[src/rms_pkg.sv]
// Operation
// - Idle: standby when choice 0, sleep when 1
// - Start field picks low-power, receive, transmit, threshold-transmit
// - Low-power choice: off with initial mode, or idle
// - Capture chip low-power mode at sequencer start
// - Idle first-timer event goes transmit or receive
// - Transmit done goes low-power choice or receive
// - Receive exit field decodes its six exits
// - Second-timer event in receive goes low-power choice
// - Code 011 bad frame with CRC on takes the timeout path unless auto flush is set
// - Timeout exit field decodes four destinations
// - Three wait-expired events count as receive timeout
// - Packet-done exit field decodes five exits
// - First timer fires step times mult after start/second
// - Second timer fires step times mult after first
// - Timer chain independent of sequencer state
// - Stop forces sequencer off at any time
// - Idle ignores all but the first-timer event
`default_nettype none
package rms_pkg;
	localparam int CLK_MHZ = 125;
	// Timer step lengths in nanoseconds, as printed.
	localparam longint STEP1_NS = 64000;
	localparam longint STEP2_NS = 4100000;
	localparam longint STEP3_NS = 262000000;
	// Base tick is the 64 us step; longer steps are counted in base ticks.
	localparam int TICK_CYC = int'(STEP1_NS * CLK_MHZ / 1000);
	localparam int STEP2_TICKS = int'((STEP2_NS + STEP1_NS / 2) / STEP1_NS);
	localparam int STEP3_TICKS = int'((STEP3_NS + STEP1_NS / 2) / STEP1_NS);

	localparam logic [31:0] ADDR_CFG = 32'h0000_0000;
	localparam logic [31:0] ADDR_TIMER = 32'h0000_0004;
	localparam logic [31:0] ADDR_STATUS = 32'h0000_0008;
	localparam logic [31:0] CFG_RESET = 32'h0000_0000;
	localparam logic [31:0] TIMER_RESET = 32'h0000_0000;
	// Config word bit positions.
	localparam int CFG_LAUNCH = 0;
	localparam int CFG_STOP = 1;
	localparam int CFG_IDLE_PWR = 2;
	localparam int CFG_LAUNCH_EXIT = 3;
	localparam int CFG_LOW_PWR = 5;
	localparam int CFG_IDLE_EXIT = 6;
	localparam int CFG_TX_EXIT = 7;
	localparam int CFG_RX_EXIT = 8;
	localparam int CFG_TO_EXIT = 11;
	localparam int CFG_PKT_EXIT = 13;
	localparam int CFG_CRC_ON = 16;
	localparam int CFG_AUTO_FLUSH = 17;
	// Timer word bit positions.
	localparam int TMR_MULT1 = 0;
	localparam int TMR_MULT2 = 8;
	localparam int TMR_STEP1 = 16;
	localparam int TMR_STEP2 = 18;

	typedef enum logic [2:0] {
		SEQ_OFF = 3'b000,
		SEQ_IDLE = 3'b001,
		SEQ_TX = 3'b010,
		SEQ_RX = 3'b011,
		SEQ_PKT = 3'b100,
		SEQ_TXWAIT = 3'b101
	} rms_state_t;

	typedef enum logic [2:0] {
		MODE_SLEEP = 3'b000,
		MODE_STDBY = 3'b001,
		MODE_SYNTH = 3'b010,
		MODE_TX = 3'b011,
		MODE_RX = 3'b100
	} rms_mode_t;

	// Packet-engine and receiver events, one-cycle pulses or levels.
	typedef struct packed {
		logic frameTxDone;
		logic frameRxDone;
		logic checkGood;
		logic queueLevelHit;
		logic queueDrained;
		logic levelHit;
		logic patternMatch;
		logic leadInFound;
		logic levelWaitExpired;
		logic leadInWaitExpired;
		logic patternWaitExpired;
	} rms_evt_t;
endpackage : rms_pkg
`default_nettype wire

[src/radio_mode_sequencer.sv]
`default_nettype none
module radio_mode_sequencer
	import rms_pkg::*;
(
	input wire logic core_clk,
	input wire logic rst,
	input wire logic wb_cyc_i,
	input wire logic wb_stb_i,
	input wire logic wb_we_i,
	input wire logic [31:0] wb_adr_i,
	input wire logic [31:0] wb_dat_i,
	input wire logic [3:0] wb_sel_i,
	output logic [31:0] wb_dat_o,
	output logic wb_ack_o,
	input wire logic [2:0] chipMode,
	input wire rms_evt_t evt,
	output rms_mode_t modeReq,
	output logic rxRelaunch,
	output logic firstTimerIrq,
	output logic secondTimerIrq
);
	logic [31:0] cfg_q;
	logic [23:0] tmr_q;
	rms_state_t state_q;
	rms_mode_t initMode_q;
	logic ackPend;
	logic wrCfg;
	logic launch;
	logic stop;
	logic tick;
	logic [15:0] preCnt_q;
	logic [19:0] t1Cnt_q;
	logic [19:0] t2Cnt_q;
	logic t1Run_q;
	logic t2Run_q;
	logic rxTimeout;

	// Byte-lane write merge shared by both config words.
	function automatic logic [31:0] merge(input logic [31:0] old, input logic [31:0] nw,
		input logic [3:0] sel);
		logic [31:0] r;
		r = old;
		for (int i = 0; i < 4; i++) begin
			if (sel[i]) begin
				r[i*8 +: 8] = nw[i*8 +: 8];
			end
		end
		return r;
	endfunction : merge

	// Delay in base ticks for a step code and multiplier; the longest step times 255 needs 20 bits.
	function automatic logic [19:0] delayTicks(input logic [1:0] step, input logic [7:0] mult);
		logic [19:0] unit;
		case (step)
			2'b01: unit = 20'd1;
			2'b10: unit = 20'(STEP2_TICKS);
			2'b11: unit = 20'(STEP3_TICKS);
			default: unit = 20'd0;
		endcase
		delayTicks = 20'(unit * {12'd0, mult});
	endfunction : delayTicks

	assign ackPend = wb_cyc_i && wb_stb_i && !wb_ack_o;
	assign wrCfg = ackPend && wb_we_i && (wb_adr_i == ADDR_CFG);
	assign launch = wrCfg && wb_sel_i[0] && wb_dat_i[CFG_LAUNCH];
	assign stop = wrCfg && wb_sel_i[0] && wb_dat_i[CFG_STOP];
	assign rxTimeout = evt.levelWaitExpired || evt.leadInWaitExpired
		|| evt.patternWaitExpired;

	// Bus slave: one wait state, ack one cycle, unmapped reads zero.
	always_ff @(posedge core_clk or posedge rst) begin
		if (rst) begin
			wb_ack_o <= 1'b0;
			wb_dat_o <= 32'h0000_0000;
			cfg_q <= CFG_RESET;
			tmr_q <= TIMER_RESET[23:0];
		end else begin
			wb_ack_o <= ackPend;
			if (ackPend && !wb_we_i) begin
				case (wb_adr_i)
					ADDR_CFG: wb_dat_o <= {cfg_q[31:2], 2'b00};
					ADDR_TIMER: wb_dat_o <= {8'h00, tmr_q};
					ADDR_STATUS: wb_dat_o <= {24'h0, t2Run_q, t1Run_q, initMode_q[0],
						2'b00, state_q};
					default: wb_dat_o <= 32'h0000_0000;
				endcase
			end
			if (wrCfg) begin
				cfg_q <= merge(cfg_q, wb_dat_i, wb_sel_i) & 32'hffff_fffc;
			end
			if (ackPend && wb_we_i && wb_adr_i == ADDR_TIMER) begin
				tmr_q <= 24'(merge({8'h00, tmr_q}, wb_dat_i, wb_sel_i));
			end
		end
	end

	// Base 64 us tick from the core clock.
	always_ff @(posedge core_clk or posedge rst) begin
		if (rst) begin
			preCnt_q <= 16'h0000;
			tick <= 1'b0;
		end else if (preCnt_q == 16'(TICK_CYC - 1)) begin
			preCnt_q <= 16'h0000;
			tick <= 1'b1;
		end else begin
			preCnt_q <= 16'(preCnt_q + 16'h0001);
			tick <= 1'b0;
		end
	end

	// Chained timers; they ignore the sequencer state entirely.
	always_ff @(posedge core_clk or posedge rst) begin
		if (rst) begin
			t1Run_q <= 1'b0;
			t2Run_q <= 1'b0;
			t1Cnt_q <= 20'h00000;
			t2Cnt_q <= 20'h00000;
			firstTimerIrq <= 1'b0;
			secondTimerIrq <= 1'b0;
		end else begin
			firstTimerIrq <= 1'b0;
			secondTimerIrq <= 1'b0;
			if (stop) begin
				t1Run_q <= 1'b0;
				t2Run_q <= 1'b0;
			end else if (launch || secondTimerIrq) begin
				t1Cnt_q <= delayTicks(tmr_q[TMR_STEP1 +: 2], tmr_q[TMR_MULT1 +: 8]);
				t1Run_q <= tmr_q[TMR_STEP1 +: 2] != 2'b00;
			end else if (t1Run_q && tick) begin
				if (t1Cnt_q <= 20'd1) begin
					t1Run_q <= 1'b0;
					firstTimerIrq <= 1'b1;
				end else begin
					t1Cnt_q <= 20'(t1Cnt_q - 20'd1);
				end
			end
			if (!stop && firstTimerIrq) begin
				t2Cnt_q <= delayTicks(tmr_q[TMR_STEP2 +: 2], tmr_q[TMR_MULT2 +: 8]);
				t2Run_q <= tmr_q[TMR_STEP2 +: 2] != 2'b00;
			end else if (!stop && t2Run_q && tick) begin
				if (t2Cnt_q <= 20'd1) begin
					t2Run_q <= 1'b0;
					secondTimerIrq <= 1'b1;
				end else begin
					t2Cnt_q <= 20'(t2Cnt_q - 20'd1);
				end
			end
		end
	end

	// Sequencer state and requested chip mode.
	always_ff @(posedge core_clk or posedge rst) begin
		logic [1:0] toSel;
		logic lowPwr;
		logic goTo;
		logic [31:0] cfgNow;
		if (rst) begin
			state_q <= SEQ_OFF;
			initMode_q <= MODE_STDBY;
			modeReq <= MODE_STDBY;
			rxRelaunch <= 1'b0;
		end else begin
			toSel = cfg_q[CFG_TO_EXIT +: 2];
			lowPwr = 1'b0;
			goTo = 1'b0;
			// A launch write must pick low power from the word being written, not the old one.
			cfgNow = wrCfg ? merge(cfg_q, wb_dat_i, wb_sel_i) : cfg_q;
			rxRelaunch <= 1'b0;
			// Synthesiser pass is one cycle before the receiver turns on; any exit below wins.
			if (state_q == SEQ_RX && modeReq == MODE_SYNTH) begin
				modeReq <= MODE_RX;
			end
			if (stop) begin
				state_q <= SEQ_OFF;
				modeReq <= initMode_q;
			end else begin
				case (state_q)
					SEQ_OFF: begin
						if (launch && chipMode <= 3'(MODE_STDBY)) begin
							initMode_q <= rms_mode_t'(chipMode);
							case (wb_dat_i[CFG_LAUNCH_EXIT +: 2])
								2'b00: lowPwr = 1'b1;
								2'b01: begin
									state_q <= SEQ_RX;
									modeReq <= MODE_RX;
								end
								2'b10: begin
									state_q <= SEQ_TX;
									modeReq <= MODE_TX;
								end
								default: state_q <= SEQ_TXWAIT;
							endcase
						end
					end
					SEQ_TXWAIT: begin
						if (evt.queueLevelHit) begin
							state_q <= SEQ_TX;
							modeReq <= MODE_TX;
						end
					end
					SEQ_IDLE: begin
						if (firstTimerIrq) begin
							state_q <= cfg_q[CFG_IDLE_EXIT] ? SEQ_RX : SEQ_TX;
							modeReq <= cfg_q[CFG_IDLE_EXIT] ? MODE_RX : MODE_TX;
						end else begin
							modeReq <= cfg_q[CFG_IDLE_PWR] ? MODE_SLEEP : MODE_STDBY;
						end
					end
					SEQ_TX: begin
						if (evt.frameTxDone) begin
							if (cfg_q[CFG_TX_EXIT]) begin
								state_q <= SEQ_RX;
								modeReq <= MODE_RX;
							end else begin
								lowPwr = 1'b1;
							end
						end
					end
					SEQ_RX: begin
						if (secondTimerIrq) begin
							lowPwr = 1'b1;
						end else begin
							case (cfg_q[CFG_RX_EXIT +: 3])
								3'b001: if (evt.frameRxDone) state_q <= SEQ_PKT;
								3'b010: if (evt.frameRxDone) lowPwr = 1'b1;
								3'b011: begin
									if (evt.checkGood) begin
										state_q <= SEQ_PKT;
									end else if (evt.frameRxDone && cfg_q[CFG_CRC_ON]
										&& !cfg_q[CFG_AUTO_FLUSH]) begin
										goTo = 1'b1;
									end
								end
								3'b100: if (evt.levelHit) goTo = 1'b0;
								default: ;
							endcase
							if ((cfg_q[CFG_RX_EXIT +: 3] == 3'b100 && evt.levelHit)
								|| (cfg_q[CFG_RX_EXIT +: 3] == 3'b101 && evt.patternMatch)
								|| (cfg_q[CFG_RX_EXIT +: 3] == 3'b110 && evt.leadInFound)) begin
								state_q <= SEQ_OFF;
								modeReq <= initMode_q;
							end
							if (rxTimeout || goTo) begin
								case (toSel)
									2'b00: rxRelaunch <= 1'b1;
									2'b01: begin
										state_q <= SEQ_TX;
										modeReq <= MODE_TX;
									end
									2'b10: lowPwr = 1'b1;
									default: begin
										state_q <= SEQ_OFF;
										modeReq <= initMode_q;
									end
								endcase
							end
						end
					end
					SEQ_PKT: begin
						case (cfg_q[CFG_PKT_EXIT +: 3])
							3'b000: begin
								state_q <= SEQ_OFF;
								modeReq <= initMode_q;
							end
							3'b001: begin
								if (evt.queueDrained) begin
									state_q <= SEQ_TX;
									modeReq <= MODE_TX;
								end
							end
							3'b010: lowPwr = 1'b1;
							3'b011: begin
								state_q <= SEQ_RX;
								modeReq <= MODE_SYNTH;
							end
							3'b100: begin
								state_q <= SEQ_RX;
								modeReq <= MODE_RX;
							end
							default: ;
						endcase
					end
					default: state_q <= SEQ_OFF;
				endcase
				if (lowPwr) begin
					if (cfgNow[CFG_LOW_PWR]) begin
						state_q <= SEQ_IDLE;
						modeReq <= cfgNow[CFG_IDLE_PWR] ? MODE_SLEEP : MODE_STDBY;
					end else begin
						state_q <= SEQ_OFF;
						modeReq <= initMode_q;
					end
				end
			end
		end
	end

	property p_stop_off;
		@(posedge core_clk) disable iff (rst) stop |=> state_q == SEQ_OFF;
	endproperty
	a_stop_off: assert property (p_stop_off) else $error("Stop did not turn off");

	property p_idle_exit;
		@(posedge core_clk) disable iff (rst)
			state_q == SEQ_IDLE && firstTimerIrq && !stop && cfg_q[CFG_IDLE_EXIT]
			|=> state_q == SEQ_RX;
	endproperty
	a_idle_exit: assert property (p_idle_exit) else $error("Idle exit wrong");

	property p_idle_hold;
		@(posedge core_clk) disable iff (rst)
			state_q == SEQ_IDLE && !firstTimerIrq && !stop |=> state_q == SEQ_IDLE;
	endproperty
	a_idle_hold: assert property (p_idle_hold) else $error("Idle left early");

	property p_rx_t2;
		@(posedge core_clk) disable iff (rst)
			state_q == SEQ_RX && secondTimerIrq && !stop
			|=> state_q == (cfg_q[CFG_LOW_PWR] ? SEQ_IDLE : SEQ_OFF);
	endproperty
	a_rx_t2: assert property (p_rx_t2) else $error("Second timer exit wrong");

	property p_irq_pulse;
		@(posedge core_clk) disable iff (rst) firstTimerIrq |=> !firstTimerIrq;
	endproperty
	a_irq_pulse: assert property (p_irq_pulse) else $error("Timer event too long");

	property p_chain;
		@(posedge core_clk) disable iff (rst)
			firstTimerIrq && !stop && tmr_q[TMR_STEP2 +: 2] != 2'b00 |=> t2Run_q;
	endproperty
	a_chain: assert property (p_chain) else $error("Second timer not armed");

	property p_tx_done;
		@(posedge core_clk) disable iff (rst)
			state_q == SEQ_TX && evt.frameTxDone && !stop && cfg_q[CFG_TX_EXIT]
			|=> state_q == SEQ_RX && modeReq == MODE_RX;
	endproperty
	a_tx_done: assert property (p_tx_done) else $error("Transmit exit wrong");

	property p_idle_mode;
		@(posedge core_clk) disable iff (rst)
			state_q == SEQ_IDLE |-> modeReq == (cfg_q[CFG_IDLE_PWR] ? MODE_SLEEP : MODE_STDBY)
			|| $changed(cfg_q);
	endproperty
	a_idle_mode: assert property (p_idle_mode) else $error("Idle mode wrong");

	c_launch_rx: cover property (@(posedge core_clk) disable iff (rst)
		state_q == SEQ_OFF ##1 state_q == SEQ_RX);
	c_pkt: cover property (@(posedge core_clk) disable iff (rst) state_q == SEQ_PKT);
	c_relaunch: cover property (@(posedge core_clk) disable iff (rst) rxRelaunch);
endmodule : radio_mode_sequencer
`default_nettype wire

[config.mk]
export PLATFORM = sky130hd
export DESIGN_NAME = radio_mode_sequencer
export DESIGN_NICKNAME = d
export VERILOG_FILES = /design/src/rms_pkg.sv /design/src/radio_mode_sequencer.sv
export SDC_FILE = /design/constraint.sdc
export NUM_CORES = 1
export LEC_CHECK = 0
export BUFFER_PORTS_ARGS = -buffer_cell sky130_fd_sc_hd__buf_2
export CORE_MARGIN = 5
export CORE_UTILIZATION = 40
export CTS_CLUSTER_DIAMETER = 40
export CTS_CLUSTER_SIZE = 20
export DETAILED_ROUTE_END_ITERATION = 10
export HOLD_SLACK_MARGIN = 0.02
export PLACE_DENSITY = 0.67
export SYNTH_ARGS = -nofsm -noshare
export SYNTH_HDL_FRONTEND = slang
export SYNTH_SLANG_ARGS = --single-unit
export TNS_END_PERCENT = 20
[constraint.sdc]
create_clock -name core_clk -period 15.95 [get_ports core_clk]
set_input_delay 1.595 -clock core_clk [delete_from_list [all_inputs] [get_ports core_clk]]
set_output_delay 1.595 -clock core_clk [all_outputs]
set_load 0.02 [all_outputs]
==> flow_summary.yaml <==
die:
  coreArea_sq_um: 32620
  die_height_um: 191.9
  start_util: 0.4059
  fp-row-count: 66
  ioPinCount: 126
  fp.dieArea_sq_um: 36840
  die_w_um: 191.9
sta:
  setup_violations: 0
  maxClockFrequency_mhz: 169.4
  drv_slew: 0
  post-route-period-util: 0.3702
  rsz0062_at_grt: "false"
  hold_viol_final: 0
  finalSetupTns_ns: 0
  maxSlewHeadroom: 0.3604
  finalClockSkew_ns: 0.01783
  min_period_ns: 5.905
  worst_slack_ns: 10.05
  worst_pin_slew_ns: 0.9558
worst_setup_path:
  cpPeakStageDelay_ns: 0.56
  r2r_end: "t2Cnt_q[18]$_DFFE_PP0P_"
  critical_path_class: "reg -> reg"
  critPathLaunchType: "flip-flop"
  cp_top_family: "adder cells"
  crit_top_cell: "fa_1"
  reg2reg_slack_ns: 10.05
  cp.required_ns: 16.23
  crit_arrival_ns: 6.18
  ff2ff_path_depth: 18
  cp_cell_sequence: "and2_1 -> nand2_1 -> inv_1 -> fa_1 -> inv_1 -> fa_1 -> fa_1 -> fa_1 -> inv_1 -> ha_1 -> and2_1 -> a22o_1 -> o31ai_1 -> a311oi_1 -> a311o_1 -> a31oi_1 -> xor2_1 -> mux2i_1"
  critPathBufInv: 3
  end_kind: "flip-flop"
  cpMaxStageDelayCell: "dfrtp_1"
  crit_start: "tmr_q[19]$_DFFE_PP0P_"
  r2r-start: "tmr_q[19]$_DFFE_PP0P_"
  crit_end: "t2Cnt_q[18]$_DFFE_PP0P_"
  worstPathMaxFanout: 17
  cp.depth: 18
routing:
  vias: 10650
  wirelength_mm: 33.78
  post_drt_wl_per_cell_um: 16.90
  first_pass_iters: 5
  drtAntennaViolNets: 0
  via_per_inst: 5.329
  drcViolationCount: 0
  drt_iter0_drc: 727
cells_and_area:
  multi_input_area_sq_um: 8421
  seqCellArea_sq_um: 3956
  nets: 1816
  drive_gt1_frac: 0.1586
  final_util: 0.4547
  area_delta_synth_final_pct: 12.02
  diodes: 0
  fillerInstances: 3155
  final_cells: 1999
grt:
  antenna_found_initial: 1
  grtUsageTotal: 0.1857
  first_global_vias: 10630
  grt_first_pass_wirelength_mm: 54.97
  grt_max_degree: 99
  grt_remaining_overflow: 0
outcome:
  status: "finished, final reports clean"
power_and_ir_drop:
  vdd_drop_max_mv: 0.06689
  power_leakage_uw: 0.007594
  p_switching_uw: 237.9
  total_power_uw: 900.1
  swShare: 0.2643
  p_comb_frac: 0.083
  p_int_uw: 662.2
  clockPowerShare: 0.449
  p_seq_frac: 0.468
  pwr_density_cell_nw_per_um2: 60.69
synthesis:
  syn_avg_cell_area_sq_um: 9.144
  synth_edf_count: 0
  synthArstFlopShare: 1.000
  syn-instance-count: 1448
  synth_ff_type: "dfrtp_1"
  ys_ff_latch: 158
  synthesis.nets: 1720
  yosys_warnings: 0
  yosysSeqAreaShare: 0.2988
  syn-cell-area_sq_um: 13240
  ys_types: 83
placement:
  port_buffers: 125
  dpl.cell_count: 1967
  gp_congestion: 0.9193
  hpwl_mm: 26.41
  pre_cts_slack_ns: 10.07
clocking:
  post-cts-setup-buffers: 0
  htreeDepth: 4
  clkTransAtPathRegs_ns: 0.08
  cts_resized: 0
  cts_hold_buf: 0
  cts_num_sinks: 158
  cts_buffers: 17
  clk_latency_ns: 0.44
  cts_root_buf: "clkbuf_16"
  cts_tree: "done"
  clk_path_buf_depth: 2
hold_path:
  worstHoldPathCells: 2
  hp-class: "reg -> reg"
flow_run:
  maxCapViolCount: 0
[cells in the mapped netlist, types with 5 or more instances]
library cell,instances,area (sq um)
xnor2_1,39,341.6
nand3_1,41,205.2
or4_1,5,37.54
clkbuf_1,37,138.9
a22oi_1,6,45.04
nor3_1,26,130.1
and2_1,23,143.9
or2_2,5,31.28
dfrtp_1,156,3904
a22o_1,5,43.79
nor4_1,19,118.9
a221oi_1,21,183.9
a31oi_1,21,131.4
o31ai_1,13,97.59
nor2_1,130,488.0
fa_1,86,1722
a211oi_1,7,52.55
o21ai_1,6,30.03
or3_1,14,87.58
nor2b_1,22,137.6
buf_2,12,60.06
nand2_1,121,454.2
ha_1,99,1239
a21oi_1,59,295.3
nand4_1,10,62.56
and3_1,19,118.9
nor3b_1,9,67.56
o21a_1,11,82.58
a21o_1,14,105.1
o21ai_0,68,340.3
xor2_1,26,227.7
nand2b_1,7,43.79
mux2_2,54,608.1
inv_1,172,645.6
mux2i_1,12,120.1
[sequential cells by signal (all words and copies together) (netlist names), named ones only]
| name | count |
|---|---|
| tick | 1 |
| wb_dat_o | 32 |
| firstTimerIrq | 1 |
| state_q | 3 |
| tmr_q | 24 |
| t2Cnt_q | 20 |
| t1Run_q | 1 |
| t2Run_q | 1 |
| cfg_q | 28 |
| preCnt_q | 16 |
| t1Cnt_q | 20 |
| initMode_q | 3 |
| secondTimerIrq | 1 |
| modeReq | 3 |
| rxRelaunch | 1 |
| wb_ack_o | 1 |
[power groups by stage]
stage,sequential (uW),clock (uW),combinational (uW)
2_1_floorplan,440,0,27.4
3_3_place_gp,429,0,75.6
3_5_place_dp,429,0,76.0
4_1_cts,421,409,76.2
5_1_grt,423,431,83.5
6_report,421,404,74.7
[per-stage QoR]
step                      hold WS (ns)  area [sq um]
after floorplan                 0.4532         13240
after global placement          0.4449         14260
after detailed placement        0.4501         14260
after CTS                       0.4651         14830
after global routing            0.4823         14830
final                           0.4613         14830
[kinds of logic after synthesis]
| logic type | after synthesis | share of synthesized area |
|---|---|---|
| AOI/OAI and AO/OA | 269 | 0.1316 |
| xor gates and xnor gates | 65 | 0.04300 |
| adders and majority gates | 185 | 0.2236 |
| buffers and inverters | 227 | 0.06605 |
| DFF | 158 | 0.2988 |
| muxes | 66 | 0.05500 |
| and+or+nand+nor | 478 | 0.1819 |
[worst min-delay path: stages (launching register included)]
cell and delay [ns]:
dfrtp_1 0.34, nand2_1 0.05, nand2_1 0.05
[worst min-delay path by stage]
stage,slack (ns),startpoint,endpoint
2_1_floorplan,0.45,preCnt_q[0]$_DFF_PP0_,preCnt_q[0]$_DFF_PP0_
3_3_place_gp,0.44,wb_dat_o[30]$_DFFE_PP0P_,wb_dat_o[30]$_DFFE_PP0P_
3_5_place_dp,0.45,wb_dat_o[28]$_DFFE_PP0P_,wb_dat_o[28]$_DFFE_PP0P_
4_1_cts,0.47,wb_dat_o[28]$_DFFE_PP0P_,wb_dat_o[28]$_DFFE_PP0P_
5_1_grt,0.48,wb_dat_o[31]$_DFFE_PP0P_,wb_dat_o[31]$_DFFE_PP0P_
6_report,0.46,wb_dat_o[25]$_DFFE_PP0P_,wb_dat_o[25]$_DFFE_PP0P_
[placed cells by master, fill, tap and decap left out, types with 7 or more instances in the layout]
cell       count
mux2_2        54
and2_1        23
nor3_1        26
nand2b_1       7
a221oi_1      21
xnor2_1       39
buf_4          7
ha_1          99
a21o_1        14
o21ai_0       68
o21a_1        11
o31ai_1       13
nor4_1        19
clkbuf_16     17
nor2_1       128
fa_1          86
nand3_1       41
or3_1         14
inv_1        171
buf_2        125
dfrtp_1      156
a31oi_1       21
a21oi_1       58
xor2_1        26
nand2_1      121
a211oi_1       7
nor3b_1        9
nand4_1       10
mux2i_1       12
nor2b_1       21
and3_1        19
[final cells by class]
cell class                      count  area share
Multi-Input combinational cell   1063      0.5677
Sequential cell                   158      0.2667
Timing Repair Buffer              132     0.04572
Inverter                          172     0.04387
Tap cell                          442     0.03729
Clock buffer                       20     0.03012
Clock inverter                     12    0.008520
[layer usage]
metal  GRT usage  up-vias  share of wire
li1            -     5170              -
met1      0.2558     5181           0.46
met2      0.3101      275           0.48
met3     0.02726       25          0.050
met4     0.04392        2          0.014
met5           0        -        0.00038
Note: power is estimated with default switching activity, not from simulation.
